<file path="src/shared/cbb_pkg.sv">
// constants for the conditional bit branch executor
package cbb_pkg;
   localparam logic [7:0]  OP_BIT_CLR   = 8'h10;
   localparam logic [7:0]  OP_CARRY     = 8'h40;
   localparam logic [15:0] LEN_BIT_CLR  = 16'h0003;
   localparam logic [15:0] LEN_CARRY    = 16'h0002;
   localparam int          MACH_CYCLES  = 2;
   localparam logic [1:0]  CYC_LAST     = 2'h1;
   localparam logic [15:0] PC_RESET     = 16'h0000;
   localparam logic [7:0]  BYTE_RESET   = 8'h00;
   typedef enum logic [2:0] {
      CBB_IDLE, CBB_OPER1, CBB_OPER2, CBB_EXEC, CBB_DONE
   } cbb_state_e;
endpackage : cbb_pkg

</file>
<file path="src/rtl/cbb_rel_add.sv">
// signed displacement adder for relative branch targets
`timescale 1ns/1ns
`default_nettype none
module cbb_rel_add (
   input  wire logic [15:0] pc_i,
   input  wire logic [7:0]  rel_i,
   output logic      [15:0] sum_o
);
   // wraps modulo 65536, reach -128..+127
   assign sum_o = pc_i + {{8{rel_i[7]}}, rel_i};
endmodule : cbb_rel_add
`default_nettype wire

</file>
<file path="src/rtl/cbb_exec.sv">
// decode and execution of the bit-clear branch and the carry branch
// What this block does
// - opcode 10h: bit test and clear branch, three bytes, two cycles.
// - pc advances by three; a set bit is cleared and offset added.
// - a clear bit is left alone and execution falls through.
// - third byte is a signed offset added to next-instruction pc.
// - port bits are read from the output latch, not the pin.
// - carry branch is taken only when carry equals one.
// - carry branch advances pc by two, then adds offset if taken.
// - opcode 40h: carry branch, two bytes, two cycles.
// - no status flag changes, taken or not.
`timescale 1ns/1ns
`default_nettype none
module cbb_exec (
   input  wire logic        clk_i,
   input  wire logic        sys_rst_i,
   input  wire logic        ce_i,
   input  wire logic        start_i,
   input  wire logic [7:0]  opcode_i,
   input  wire logic [15:0] pc_i,
   input  wire logic        byte_vld_i,
   input  wire logic [7:0]  byte_i,
   input  wire logic        bit_vld_i,
   input  wire logic        bit_val_i,
   input  wire logic        carry_i,
   output logic             accept_o,
   output logic             fetch_req_o,
   output logic [15:0]      fetch_addr_o,
   output logic             bit_rd_o,
   output logic [7:0]       bit_addr_o,
   output logic             bit_clr_o,
   output logic             done_o,
   output logic             taken_o,
   output logic [15:0]      pc_o,
   output logic             cycle_o
);
   cbb_pkg::cbb_state_e state_ff;
   logic                is_bit_ff;
   logic [15:0]         pc_ff;
   logic [15:0]         next_pc_ff;
   logic [7:0]          baddr_ff;
   logic [7:0]          rel_ff;
   logic                cond_ff;
   logic                accept_ff;
   logic                fetch_req_ff;
   logic [15:0]         fetch_addr_ff;
   logic                bit_rd_ff;
   logic                bit_clr_ff;
   logic                done_ff;
   logic                taken_ff;
   logic [15:0]         pc_out_ff;
   logic                cycle_ff;
   logic [15:0]         target;
   logic                dec_bit;
   logic                dec_carry;

   assign dec_bit   = opcode_i == cbb_pkg::OP_BIT_CLR;
   assign dec_carry = opcode_i == cbb_pkg::OP_CARRY;

   cbb_rel_add u_add (
      .pc_i  (next_pc_ff),
      .rel_i (rel_ff),
      .sum_o (target)
   );

   // sequencer; fetch is byte by byte so no operand is consumed early
   always_ff @(posedge clk_i) begin
      if (sys_rst_i) begin
         state_ff <= cbb_pkg::CBB_IDLE;
      end else if (ce_i) begin
         unique case (state_ff)
            cbb_pkg::CBB_IDLE:
               if (start_i && (dec_bit || dec_carry)) begin
                  state_ff <= cbb_pkg::CBB_OPER1;
               end
            cbb_pkg::CBB_OPER1:
               if (byte_vld_i) begin
                  state_ff <= is_bit_ff ? cbb_pkg::CBB_OPER2
                                        : cbb_pkg::CBB_EXEC;
               end
            cbb_pkg::CBB_OPER2:
               if (byte_vld_i) begin
                  state_ff <= cbb_pkg::CBB_EXEC;
               end
            cbb_pkg::CBB_EXEC:
               if (!is_bit_ff || bit_vld_i) begin
                  state_ff <= cbb_pkg::CBB_DONE;
               end
            cbb_pkg::CBB_DONE:
               state_ff <= cbb_pkg::CBB_IDLE;
            default:
               state_ff <= cbb_pkg::CBB_IDLE;
         endcase
      end
   end

   // operand capture and sequential pc
   always_ff @(posedge clk_i) begin
      if (sys_rst_i) begin
         is_bit_ff  <= 1'b0;
         pc_ff      <= cbb_pkg::PC_RESET;
         next_pc_ff <= cbb_pkg::PC_RESET;
         baddr_ff   <= cbb_pkg::BYTE_RESET;
         rel_ff     <= cbb_pkg::BYTE_RESET;
      end else if (ce_i) begin
         if (state_ff == cbb_pkg::CBB_IDLE && start_i) begin
            is_bit_ff <= dec_bit;
            pc_ff     <= pc_i;
            if (dec_bit) begin
               next_pc_ff <= pc_i + cbb_pkg::LEN_BIT_CLR;
            end else begin
               next_pc_ff <= pc_i + cbb_pkg::LEN_CARRY;
            end
         end
         if (state_ff == cbb_pkg::CBB_OPER1 && byte_vld_i) begin
            if (is_bit_ff) begin
               baddr_ff <= byte_i;
            end else begin
               rel_ff <= byte_i;
            end
         end
         if (state_ff == cbb_pkg::CBB_OPER2 && byte_vld_i) begin
            rel_ff <= byte_i;
         end
      end
   end

   // condition: latch value for port bits comes from the bit source
   always_ff @(posedge clk_i) begin
      if (sys_rst_i) begin
         cond_ff <= 1'b0;
      end else if (ce_i && state_ff == cbb_pkg::CBB_EXEC) begin
         if (is_bit_ff) begin
            cond_ff <= bit_val_i;
         end else begin
            cond_ff <= carry_i;
         end
      end
   end

   // bus side outputs
   always_ff @(posedge clk_i) begin
      if (sys_rst_i) begin
         accept_ff     <= 1'b0;
         fetch_req_ff  <= 1'b0;
         fetch_addr_ff <= cbb_pkg::PC_RESET;
         bit_rd_ff     <= 1'b0;
         bit_clr_ff    <= 1'b0;
      end else if (ce_i) begin
         accept_ff <= state_ff == cbb_pkg::CBB_IDLE && start_i
                      && (dec_bit || dec_carry);
         fetch_req_ff <= 1'b0;
         if (state_ff == cbb_pkg::CBB_IDLE && start_i
             && (dec_bit || dec_carry)) begin
            fetch_req_ff  <= 1'b1;
            fetch_addr_ff <= pc_i + 16'h0001;
         end else if (state_ff == cbb_pkg::CBB_OPER1 && byte_vld_i
                      && is_bit_ff) begin
            fetch_req_ff  <= 1'b1;
            fetch_addr_ff <= pc_ff + 16'h0002;
         end
         // bit read waits for the last operand; an answer that came
         // before exec would otherwise be lost and the sequencer hang
         bit_rd_ff <= (state_ff == cbb_pkg::CBB_OPER2 && byte_vld_i)
                      || (bit_rd_ff && !bit_vld_i);
         // clear only a set bit; a clear bit is left untouched
         bit_clr_ff <= state_ff == cbb_pkg::CBB_EXEC && is_bit_ff
                       && bit_vld_i && bit_val_i;
      end
   end

   // completion; no flag port exists, so flags cannot change
   always_ff @(posedge clk_i) begin
      if (sys_rst_i) begin
         done_ff   <= 1'b0;
         taken_ff  <= 1'b0;
         pc_out_ff <= cbb_pkg::PC_RESET;
         cycle_ff  <= 1'b0;
      end else if (ce_i) begin
         done_ff <= state_ff == cbb_pkg::CBB_DONE;
         if (state_ff == cbb_pkg::CBB_DONE) begin
            taken_ff  <= cond_ff;
            pc_out_ff <= cond_ff ? target : next_pc_ff;
         end
         if (state_ff == cbb_pkg::CBB_IDLE) begin
            cycle_ff <= 1'b0;
         end else if (state_ff == cbb_pkg::CBB_EXEC) begin
            cycle_ff <= cbb_pkg::CYC_LAST[0];
         end
      end
   end

   assign accept_o     = accept_ff;
   assign fetch_req_o  = fetch_req_ff;
   assign fetch_addr_o = fetch_addr_ff;
   assign bit_rd_o     = bit_rd_ff;
   assign bit_addr_o   = baddr_ff;
   assign bit_clr_o    = bit_clr_ff;
   assign done_o       = done_ff;
   assign taken_o      = taken_ff;
   assign pc_o         = pc_out_ff;
   assign cycle_o      = cycle_ff;
endmodule : cbb_exec
`default_nettype wire

</file>
<file path="config.mk">
export PLATFORM = sky130hd
export DESIGN_NAME = cbb_exec
export DESIGN_NICKNAME = d
export VERILOG_FILES = /design/src/shared/cbb_pkg.sv /design/src/rtl/cbb_rel_add.sv /design/src/rtl/cbb_exec.sv
export SDC_FILE = /design/constraint.sdc
export NUM_CORES = 1
export LEC_CHECK = 0
export BUFFER_PORTS_ARGS = -buffer_cell sky130_fd_sc_hd__clkbuf_2
export CORE_MARGIN = 2
export CORE_UTILIZATION = 57
export CTS_CLUSTER_SIZE = 25
export DETAILED_ROUTE_END_ITERATION = 12
export MAX_ROUTING_LAYER = met4
export PLACE_DENSITY_LB_ADDON = 0.08
export RECOVER_POWER = 25
export SETUP_SLACK_MARGIN = 0.15
export SYNTH_ARGS = -nofsm -noshare
export SYNTH_HDL_FRONTEND = slang
export SYNTH_SLANG_ARGS = --single-unit
</file>
<file path="constraint.sdc">
create_clock -name clk_i -period 2.7 [get_ports clk_i]
set_input_delay 0.405 -clock clk_i [delete_from_list [all_inputs] [get_ports clk_i]]
set_output_delay 0.405 -clock clk_i [all_outputs]
set_load 0.02 [all_outputs]
</file>
==> summary.md, run 1 <==
| Metric | Value |
|---|---|
| Status | `complete, no violations` |
| Max_cap viols | `0` |
| Clock root buffer | `clkbuf_8` |
| I/O pins | `87` |
| TritonCTS buffer count | `9` |
| Unrepaired setup endpoints after global routing | `no` |
| Routed WL per cell | `15.58 µm` |
| Fraction of registers with async set/reset | `0%` |
| WHS | `0.2849 ns` |
| Setup Crit Path Kind | `flop to flop` |
| Fin crit period | `2.403 ns` |
| Post-synth top cells | `nand2_1, dfxtp_1, nor2_1` |
| Clock sink count | `92` |
| Slew Limit Fails | `0` |
| Max frequency | `416.1 MHz` |
| Number of global-route vias before repair | `4371` |
| Slew margin rel. | `55.82%` |
| Area delta synth->final | `11.42%` |
| Number of DRC markers in iteration 0 | `218` |
| PD cells | `455.1 nW/µm²` |
| Mean Syn Cell Area | `8.061 µm²` |
| Post-synth top area share | `34.88%` |
| Worst-Margin Slew | `0.6626 ns` |
| Required time worst endpoint | `2.94 ns` |
| #FFs+latches synth | `92` |
| Die X | `100.2 µm` |
| Critical Path End Type | `flop` |
| DP Area | `5724 µm²` |
| Dominant synthesized flop cell | `dfxtp_1` |
| Most frequent cell after synthesis | `nand2_1` |
| Vias/cell | `5.831` |
| Drt drc | `0` |
| Count of input and output buffers | `86` |
| CTS Buffer Depth | `2` |
| Nets | `786` |
| Post-CTS setup buffers | `0` |
| RePlAce Congestion | `0.9118` |
| Fraction of layout cells with a size suffix above 1 | `12.47%` |
| Die ar. | `10050 µm²` |
| Worst Skew | `0.01138 ns` |
| Placed Cells incl. Taps | `825` |
| Ys Warns | `0` |
| Final WL | `13.10 mm` |
| Initial antenna violation count | `0` |
| Worst Hold Class | `input port to flop` |
| VDD IR max | `265.4 µV` |
| H-tree Lvls | `3` |
| Routed vias | `4904` |
| Initial DRT Pass Iterations | `6` |
| CTS tree | `yes` |
| Post-route ant nets | `0` |
| Pin count of the biggest net entering global routing | `50` |
| CP max FO | `3` |
| DIE HEIGHT | `100.2 µm` |
| N_diodes | `0` |
| LEAKAGE | `2.319 nW` |
| Syn Inst Count | `655` |
| Cell area after layout | `5883 µm²` |
| Fin crit share | `89.01%` |
| Total grt overflow | `0` |
| Non-filler cells, final | `841` |
| Starting Density | `57.97%` |
| Core area | `9109 µm²` |
| Synth top area cells | `dfxtp_1, nand2_1, a21oi_1` |
| Final Hold Vio Count | `0` |
| Synth Net Count | `716` |
| Critical path arrival | `2.64 ns` |
| Setup TNS | `0 ns` |
| Count of different cell masters after synthesis | `54` |
| DPL Wire Length | `9.808 mm` |
| Post-synth EDFFs | `0` |
| Sequential-to-total area share from yosys stat | `34.88%` |
| Cell area after synthesis | `5280 µm²` |
| # rows | `35` |
| Worst-path clk slew | `0.10 ns` |
| Clk_lat worst skew | `0.36 ns` |
| First-pass GRT wire length | `21.25 mm` |
| Final setup viols | `0` |
| CP Launch Type | `flop` |
| GRT Resource Usage Total | `27.06%` |
| Post-synth top area cell | `dfxtp_1` |
-- per-layer routing --
layer,track usage (%),wire (µm)
met5,-,0
met4,7.060,176
met3,2.925,625
met2,42.64,6038
met1,37.19,6261
-- placed cells by master (no fill, tap or decap), drive strengths merged, types with 12 or more instances in the layout --
master / instances
ha: 20
inv: 13
buf: 16
a211oi: 24
xnor2: 34
dfxtp: 92
nor3: 12
nor2: 71
nand4: 16
nand3: 13
a21oi: 65
mux2i: 25
xor2: 18
o21ai: 20
o211ai: 16
nand2: 98
clkbuf: 95
-- metrics by stage --
step	setup WS, ns	total power [W]	util (%)
after CTS	0.2494	0.002697	65.01
after global placement	0.3529	0.001740	62.84
after detailed placement	0.2895	0.001746	62.84
after global routing	0.1868	0.002790	64.59
after floorplan	0.5239	0.001653	-
final	0.2967	0.002678	64.59
-- area by class of cell --
class,instances,area [µm²]
fillers,839,3226
multi-input cells,510,3147
flip-flops and latches,92,1843
repair buffers,102,519.2
well taps,111,138.9
clock buffers,9,123.9
clock inverters,7,73.82
inverters,10,37.54
-- path summary, 6_finish.rpt --
check	to	from	slack [ns]	cells after the start
worst max-delay path	pc_o[10]	next_pc_ff[0]	0.30	8
worst min-delay path	rel_ff[4]	byte_i[4]	0.28	3
worst max register to register	pc_o[10]	next_pc_ff[0]	0.30	8
worst min register to register	fetch_addr_o[4]	fetch_addr_o[4]	0.45	2
-- critical path, cell delays in order (launching register included) --
cell and delay (ns):
dfxtp_1 0.33, ha_1 0.24, fa_1 0.42, a21oi_1 0.27, o211ai_1 0.16, a21boi_2 0.23
o31ai_1 0.12, xnor2_1 0.15, a2111oi_0 0.38
-- logic make-up after synthesis --
kind of cell | after synthesis | share of synthesized area, %
compound gates | 154 | 18.32
xor+xnor | 52 | 8.626
fa+ha+maj | 21 | 5.118
buf+inv | 53 | 5.592
flops | 92 | 34.88
mux | 25 | 4.739
simple gates | 258 | 22.73
-- what timing repair did --
action / in CTS / in global routing
gates resized for setup: 0 / 2
setup endpoints to repair: 0 / 2
hold buffers: 0 / 0
-- report_power, final --
part           internal (W)  switching [W]  total, W
clock network      0.000435       0.000525  0.000961
registers           0.00139      0.0000361   0.00142
logic              0.000115       0.000178  0.000293
-- state kept, by name (all words and copies together) (netlist names) --
| register | cells |
|---|---|
| is_bit_ff | 1 |
| cycle_o | 1 |
| pc_o | 16 |
| bit_clr_o | 1 |
| cond_ff | 1 |
| fetch_req_o | 1 |
| rel_ff | 8 |
| done_o | 1 |
| bit_rd_o | 1 |
| bit_addr_o | 8 |
| pc_ff | 16 |
| state_ff | 3 |
| taken_o | 1 |
| accept_o | 1 |
| fetch_addr_o | 16 |
| next_pc_ff | 16 |
No activity file was read; power rests on OpenSTA's default activity.
==> run 2, diff against run 1 <==
Settings changed: RECOVER_POWER 25 to 50.
==> summary.md, run 2 (synthesis results as in run 1) <==
| Metric | Value |
|---|---|
| Status | `complete, no violations (unchanged)` |
| Initial antenna violation count | `0 (unchanged)` |
| DIE HEIGHT | `100.2 µm (unchanged)` |
| Post-route ant nets | `0 (unchanged)` |
| CP Launch Type | `flop (unchanged)` |
| Worst Skew | `0.01095 ns (was 0.01138 ns)` |
| H-tree Lvls | `3 (unchanged)` |
| Nets | `786 (unchanged)` |
| R2R setup slack | `0.30 ns (about the same)` |
| CTS tree | `yes (unchanged)` |
| Fin crit share | `89.04% (was 89.01%)` |
| Worst Hold Class | `input port to flop (unchanged)` |
| Setup Crit Path Kind | `flop to flop (unchanged)` |
| RePlAce Congestion | `0.9118 (unchanged)` |
| Cell area after layout | `5849 µm² (was 5883 µm²)` |
| Area delta synth->final | `10.78% (was 11.42%)` |
| Internal Pwr Total | `0.001938 W (was 0.001939 W)` |
| Critical Path End Type | `flop (unchanged)` |
| Most frequent cells in the layout | `nand2_1, dfxtp_1, nor2_1 (unchanged)` |
| Fraction of layout cells with a size suffix above 1 | `9.863% (was 12.47%)` |
| Die ar. | `10050 µm² (unchanged)` |
| First-pass GRT wire length | `21.25 mm (unchanged)` |
| CTS Buffer Depth | `2 (unchanged)` |
| Drt drc | `0 (unchanged)` |
| PD cells | `458.4 nW/µm² (was 455.1 nW/µm²)` |
| Routed WL per cell | `15.65 µm (was 15.58 µm)` |
| Reg power frac | `53.1% (was 53.2%)` |
| DPL Wire Length | `9.808 mm (unchanged)` |
| Comb power frac | `10.9% (about the same)` |
| GRT Resource Usage Total | `27.06% (unchanged)` |
| Core area | `9109 µm² (unchanged)` |
| Clk_lat worst skew | `0.36 ns (about the same)` |
| Switch Pwr | `0.0007432 W (was 0.0007390 W)` |
| Pin count of the biggest net entering global routing | `50 (unchanged)` |
| Slew Limit Fails | `0 (unchanged)` |
| CP max FO | `3 (unchanged)` |
| Initial DRT Pass Iterations | `5 (was 6)` |
| # resized after CTS | `0 (unchanged)` |
| Starting Density | `57.97% (unchanged)` |
| Count of input and output buffers | `86 (unchanged)` |
| WHS | `0.2827 ns (was 0.2849 ns)` |
| N_diodes | `0 (unchanged)` |
| Final Hold Vio Count | `0 (unchanged)` |
| Sw Ratio | `27.72% (was 27.60%)` |
| Final setup viols | `0 (unchanged)` |
| Routed vias | `4917 (was 4904)` |
| VDD IR max | `265.0 µV (was 265.4 µV)` |
| Clock sink count | `92 (unchanged)` |
| Vias/cell | `5.847 (was 5.831)` |
| I/O pins | `87 (unchanged)` |
| Setup TNS | `0 ns (unchanged)` |
| Unrepaired setup endpoints after global routing | `no (unchanged)` |
| Number of DRC markers in iteration 0 | `202 (was 218)` |
| Fin crit period | `2.404 ns (was 2.403 ns)` |
| Hold_buf cts | `0 (unchanged)` |
| Final WL | `13.16 mm (was 13.10 mm)` |
| Worst-Margin Slew | `1.015 ns (was 0.6626 ns)` |
| Slew margin rel. | `32.33% (was 55.82%)` |
| Max_cap viols | `0 (unchanged)` |
| Max frequency | `416.0 MHz (was 416.1 MHz)` |
| Die X | `100.2 µm (unchanged)` |
| TritonCTS buffer count | `9 (unchanged)` |
| Critical path arrival | `2.65 ns (was 2.64 ns)` |
| Number of global-route vias before repair | `4371 (unchanged)` |
| Required time worst endpoint | `2.94 ns (about the same)` |
| # rows | `35 (unchanged)` |
| LEAKAGE | `2.252 nW (was 2.319 nW)` |
| Fillers | `853 (was 839)` |
| DP Area | `5724 µm² (unchanged)` |
| Total power | `0.002681 W (was 0.002678 W)` |
| Clock power frac | `36.0% (was 35.9%)` |
| Commonest non-fill, non-tap cell in the layout | `nand2_1 (unchanged)` |
| Worst-path clk slew | `0.10 ns (about the same)` |
| Clock root buffer | `clkbuf_8 (unchanged)` |
| Total grt overflow | `0 (unchanged)` |
| Post-CTS setup buffers | `0 (unchanged)` |
run 2: changes by cell type in the layout (fill, tap and decap cells not counted), sizes merged:
cell,before,now
buf,16,12
clkbuf,95,99
run 2: layout make-up:
class / instances / area (µm²) / area share [%]
Clock buffer: 9 / 123.9 / 2.118
Clock inverter: 7 / 73.82 / 1.262
Inverter: 10 / 37.54 / 0.6417
Multi-Input combinational cell: 510 / 3147 / 53.80
Sequential cell: 92 / 1843 / 31.51
Tap cell: 111 / 138.9 / 2.374
Timing Repair Buffer: 102 / 485.5 / 8.299
run 2: final timing paths:
| path | from | endpoint | cells past startpoint |
|---|---|---|---|
| hold / removal | byte_i[4] | rel_ff[4] | 3 |
| setup / recovery | next_pc_ff[0] | pc_o[10] | 8 |
| hold reg to reg | fetch_addr_o[4] | fetch_addr_o[4] | 2 |
| setup reg to reg | next_pc_ff[0] | pc_o[10] | 8 |
run 2: power by group through the flow:
stage | Sequential [W] | Combinational (W) | Clock [W]
after global routing | 0.00143 | 0.000324 | 0.00104
final | 0.00142 | 0.000292 | 0.000965
after floorplan | 0.00144 | 0.000211 | 0
after global placement | 0.00146 | 0.000284 | 0
after detailed placement | 0.00146 | 0.000291 | 0
after CTS | 0.00142 | 0.000292 | 0.000980
run 2: critical path, cell delays in order, from the launching register on:
cell,delay [ns]
dfxtp_1,0.33
ha_1,0.24
fa_1,0.42
a21oi_1,0.27
o211ai_1,0.16
a21boi_2,0.23
o31ai_1,0.12
xnor2_1,0.15
a2111oi_0,0.38
run 2: stage by stage:
step | setup slack, ns | std cells | utilization [%]
3_5_place_dp | 0.2895 | 825 | 62.84
6_report | 0.2960 | 841 | 64.22
4_1_cts | 0.2494 | 841 | 65.01
2_1_floorplan | 0.5239 | 655 | -
5_1_grt | 0.1357 | 841 | 64.22
3_3_place_gp | 0.3529 | 825 | 62.84
run 2: layer usage:
| layer | GRT usage [%] | share of wire [%] | vias to the layer above |
|---|---|---|---|
| met3 | 2.925 | 5.6 | 13 |
| met2 | 42.64 | 46 | 167 |
| met5 | - | 0 | - |
| met1 | 37.19 | 47 | 2287 |
| met4 | 7.060 | 1.3 | 0 |
| li1 | - | - | 2450 |
==> run 3, diff against run 2 <==
Settings changed: MAX_ROUTING_LAYER met4 to not set.
==> summary.md, run 3 (synthesis results as in run 1) <==
| Metric | Value |
|---|---|
| CP Launch Type | `flop (unchanged)` |
| Hold depth | `3 (unchanged)` |
| Slew Limit Fails | `0 (unchanged)` |
| Critical Path End Type | `flop (unchanged)` |
| I/O pins | `87 (unchanged)` |
| Fraction of layout cells with a size suffix above 1 | `10.26% (was 9.863%)` |
| Worst-path clk slew | `0.10 ns (about the same)` |
| # rows | `35 (unchanged)` |
| Status | `complete, no violations (unchanged)` |
| Critical path arrival | `2.56 ns (was 2.65 ns)` |
| Starting Density | `57.97% (unchanged)` |
| Required time worst endpoint | `2.96 ns (was 2.94 ns)` |
| Most frequent cells in the layout | `nand2_1, dfxtp_1, nor2_1 (unchanged)` |
| Final WL | `13.06 mm (was 13.16 mm)` |
| Fin crit share | `85.21% (was 89.04%)` |
| Number of global-route vias before repair | `4428 (was 4371)` |
| Routed WL per cell | `15.51 µm (was 15.65 µm)` |
| Final setup viols | `0 (unchanged)` |
| Register-to-Register Path Depth | `9 (was 8)` |
| CP max FO | `3 (unchanged)` |
| RePlAce Congestion | `0.8925 (was 0.9118)` |
| Commonest non-fill, non-tap cell in the layout | `nand2_1 (unchanged)` |
| Unrepaired setup endpoints after global routing | `no (unchanged)` |
| Slew margin rel. | `33.65% (was 32.33%)` |
| Initial DRT Pass Iterations | `4 (was 5)` |
| Final Hold Vio Count | `0 (unchanged)` |
| H-tree Lvls | `3 (unchanged)` |
| RR Endpoint | `pc_o[12] (was pc_o[10])` |
| CTS Buffer Depth | `2 (unchanged)` |
| TritonCTS buffer count | `9 (unchanged)` |
| Worst setup startpoint | `next_pc_ff[0] (unchanged)` |
| Die X | `100.2 µm (unchanged)` |
| Count of input and output buffers | `86 (unchanged)` |
| CTS tree | `yes (unchanged)` |
| DIE HEIGHT | `100.2 µm (unchanged)` |
| Max_cap viols | `0 (unchanged)` |
| Vias/cell | `5.753 (was 5.847)` |
| Worst-Margin Slew | `0.9952 ns (was 1.015 ns)` |
| N_diodes | `0 (unchanged)` |
| DPL Wire Length | `9.659 mm (was 9.808 mm)` |
| LEAKAGE | `2.255 nW (was 2.252 nW)` |
| Drt drc | `0 (unchanged)` |
| Core area | `9109 µm² (unchanged)` |
| Clock root buffer | `clkbuf_8 (unchanged)` |
| Number of DRC markers in iteration 0 | `215 (was 202)` |
| Hold_buf cts | `0 (unchanged)` |
| Setup TNS | `0 ns (unchanged)` |
| Worst r2r src | `next_pc_ff[0] (unchanged)` |
| Nets | `787 (was 786)` |
| Area delta synth->final | `11.16% (was 10.78%)` |
| Routed vias | `4844 (was 4917)` |
| Crit path capture | `pc_o[12] (was pc_o[10])` |
| Fin crit period | `2.301 ns (was 2.404 ns)` |
| First-pass GRT wire length | `21.29 mm (was 21.25 mm)` |
| Initial antenna violation count | `1 (was 0)` |
| Post-route ant nets | `0 (unchanged)` |
| Total grt overflow | `0 (unchanged)` |
| Clock sink count | `92 (unchanged)` |
| Clk_lat worst skew | `0.36 ns (about the same)` |
| PD cells | `455.5 nW/µm² (was 458.4 nW/µm²)` |
| Setup Crit Path Kind | `flop to flop (unchanged)` |
| Max frequency | `434.7 MHz (was 416.0 MHz)` |
| Die ar. | `10050 µm² (unchanged)` |
| Worst Skew | `0.009450 ns (was 0.01095 ns)` |
| VDD IR max | `247.9 µV (was 265.0 µV)` |
| Worst Hold Class | `input port to flop (unchanged)` |
| R2R setup slack | `0.40 ns (was 0.30 ns)` |
| Total power | `0.002674 W (was 0.002681 W)` |
| GRT Resource Usage Total | `26.44% (was 27.06%)` |
| Pin count of the biggest net entering global routing | `50 (unchanged)` |
[run 3: changes by cell type in the layout (fill, tap and decap cells not counted)]
cell / previous run / this run
a2111oi_0: 2 / 1
inv_6: 3 / 2
a21oi_1: 65 / 64
clkinvlp_4: 1 / 3
a2111oi_1: 0 / 1
buf_4: 10 / 13
a21oi_2: 0 / 1
clkbuf_1: 52 / 50
dfxtp_2: 1 / 0
clkinv_2: 2 / 1
dfxtp_1: 91 / 92
[run 3: layer usage]
layer | global-route usage, % | vias up | wire length, µm
met5 | 0 | - | 0
met4 | 5.269 | 0 | 139
met3 | 4.387 | 12 | 697
li1 | - | 2450 | -
met1 | 37.43 | 2255 | 6269
met2 | 42.75 | 127 | 5957
[run 3: through the flow]
stage | cells | util (%) | area (µm²) | setup slack [ns] | hold slack (ns)
after floorplan | 655 | - | 5280 | 0.5239 | 0.4367
after global placement | 824 | 62.76 | 5717 | 0.3507 | 0.4379
after detailed placement | 824 | 62.76 | 5717 | 0.2849 | 0.4441
after CTS | 840 | 64.95 | 5916 | 0.2818 | 0.2859
after global routing | 842 | 64.44 | 5869 | 0.1740 | 0.2889
final | 842 | 64.44 | 5869 | 0.3994 | 0.2898
[run 3: report_power, final]
part | internal (W) | switching, W | leakage (nW)
Sequential | 0.00139 | 0.0000364 | 0.746
Combinational | 0.000114 | 0.000175 | 1.42
Clock | 0.000433 | 0.000527 | 0.0923
Total | 0.00194 | 0.000738 | 2.26
[run 3: cell type report]
| class | count | area [µm²] |
|---|---|---|
| timing repair buffer | 103 | 500.5 |
| clock inverter | 7 | 75.07 |
| clock buffer | 9 | 123.9 |
| sequential | 92 | 1842 |
| inverter | 10 | 37.54 |
| multi-input combinational | 510 | 3152 |
| fill | 861 | 3239 |
| tap | 111 | 138.9 |
[run 3: worst min-delay path by stage]
stage | to | start | slack (ns)
floorplan | pc_ff[0] | pc_ff[0] | 0.44
global placement | fetch_addr_o[4] | fetch_addr_o[4] | 0.44
detailed placement | fetch_addr_o[13] | fetch_addr_o[13] | 0.44
CTS | rel_ff[5] | byte_i[5] | 0.29
global route | rel_ff[5] | byte_i[5] | 0.29
finish | rel_ff[2] | byte_i[2] | 0.29
[run 3: timing repair]
action                                 in CTS  in global routing
setup endpoints to repair                   0                  2
gates resized for setup                     0                  3
endpoints found under the hold margin       0                  0
buffers inserted                            0                  2
[run 3: worst max-delay path, stage by stage, from the launching register on]
cell	delay [ns]
dfxtp_1	0.33
ha_1	0.24
fa_1	0.42
a21oi_2	0.19
o211ai_1	0.14
a21boi_2	0.24
buf_4	0.14
o311ai_1	0.12
xnor2_1	0.15
a221oi_1	0.25
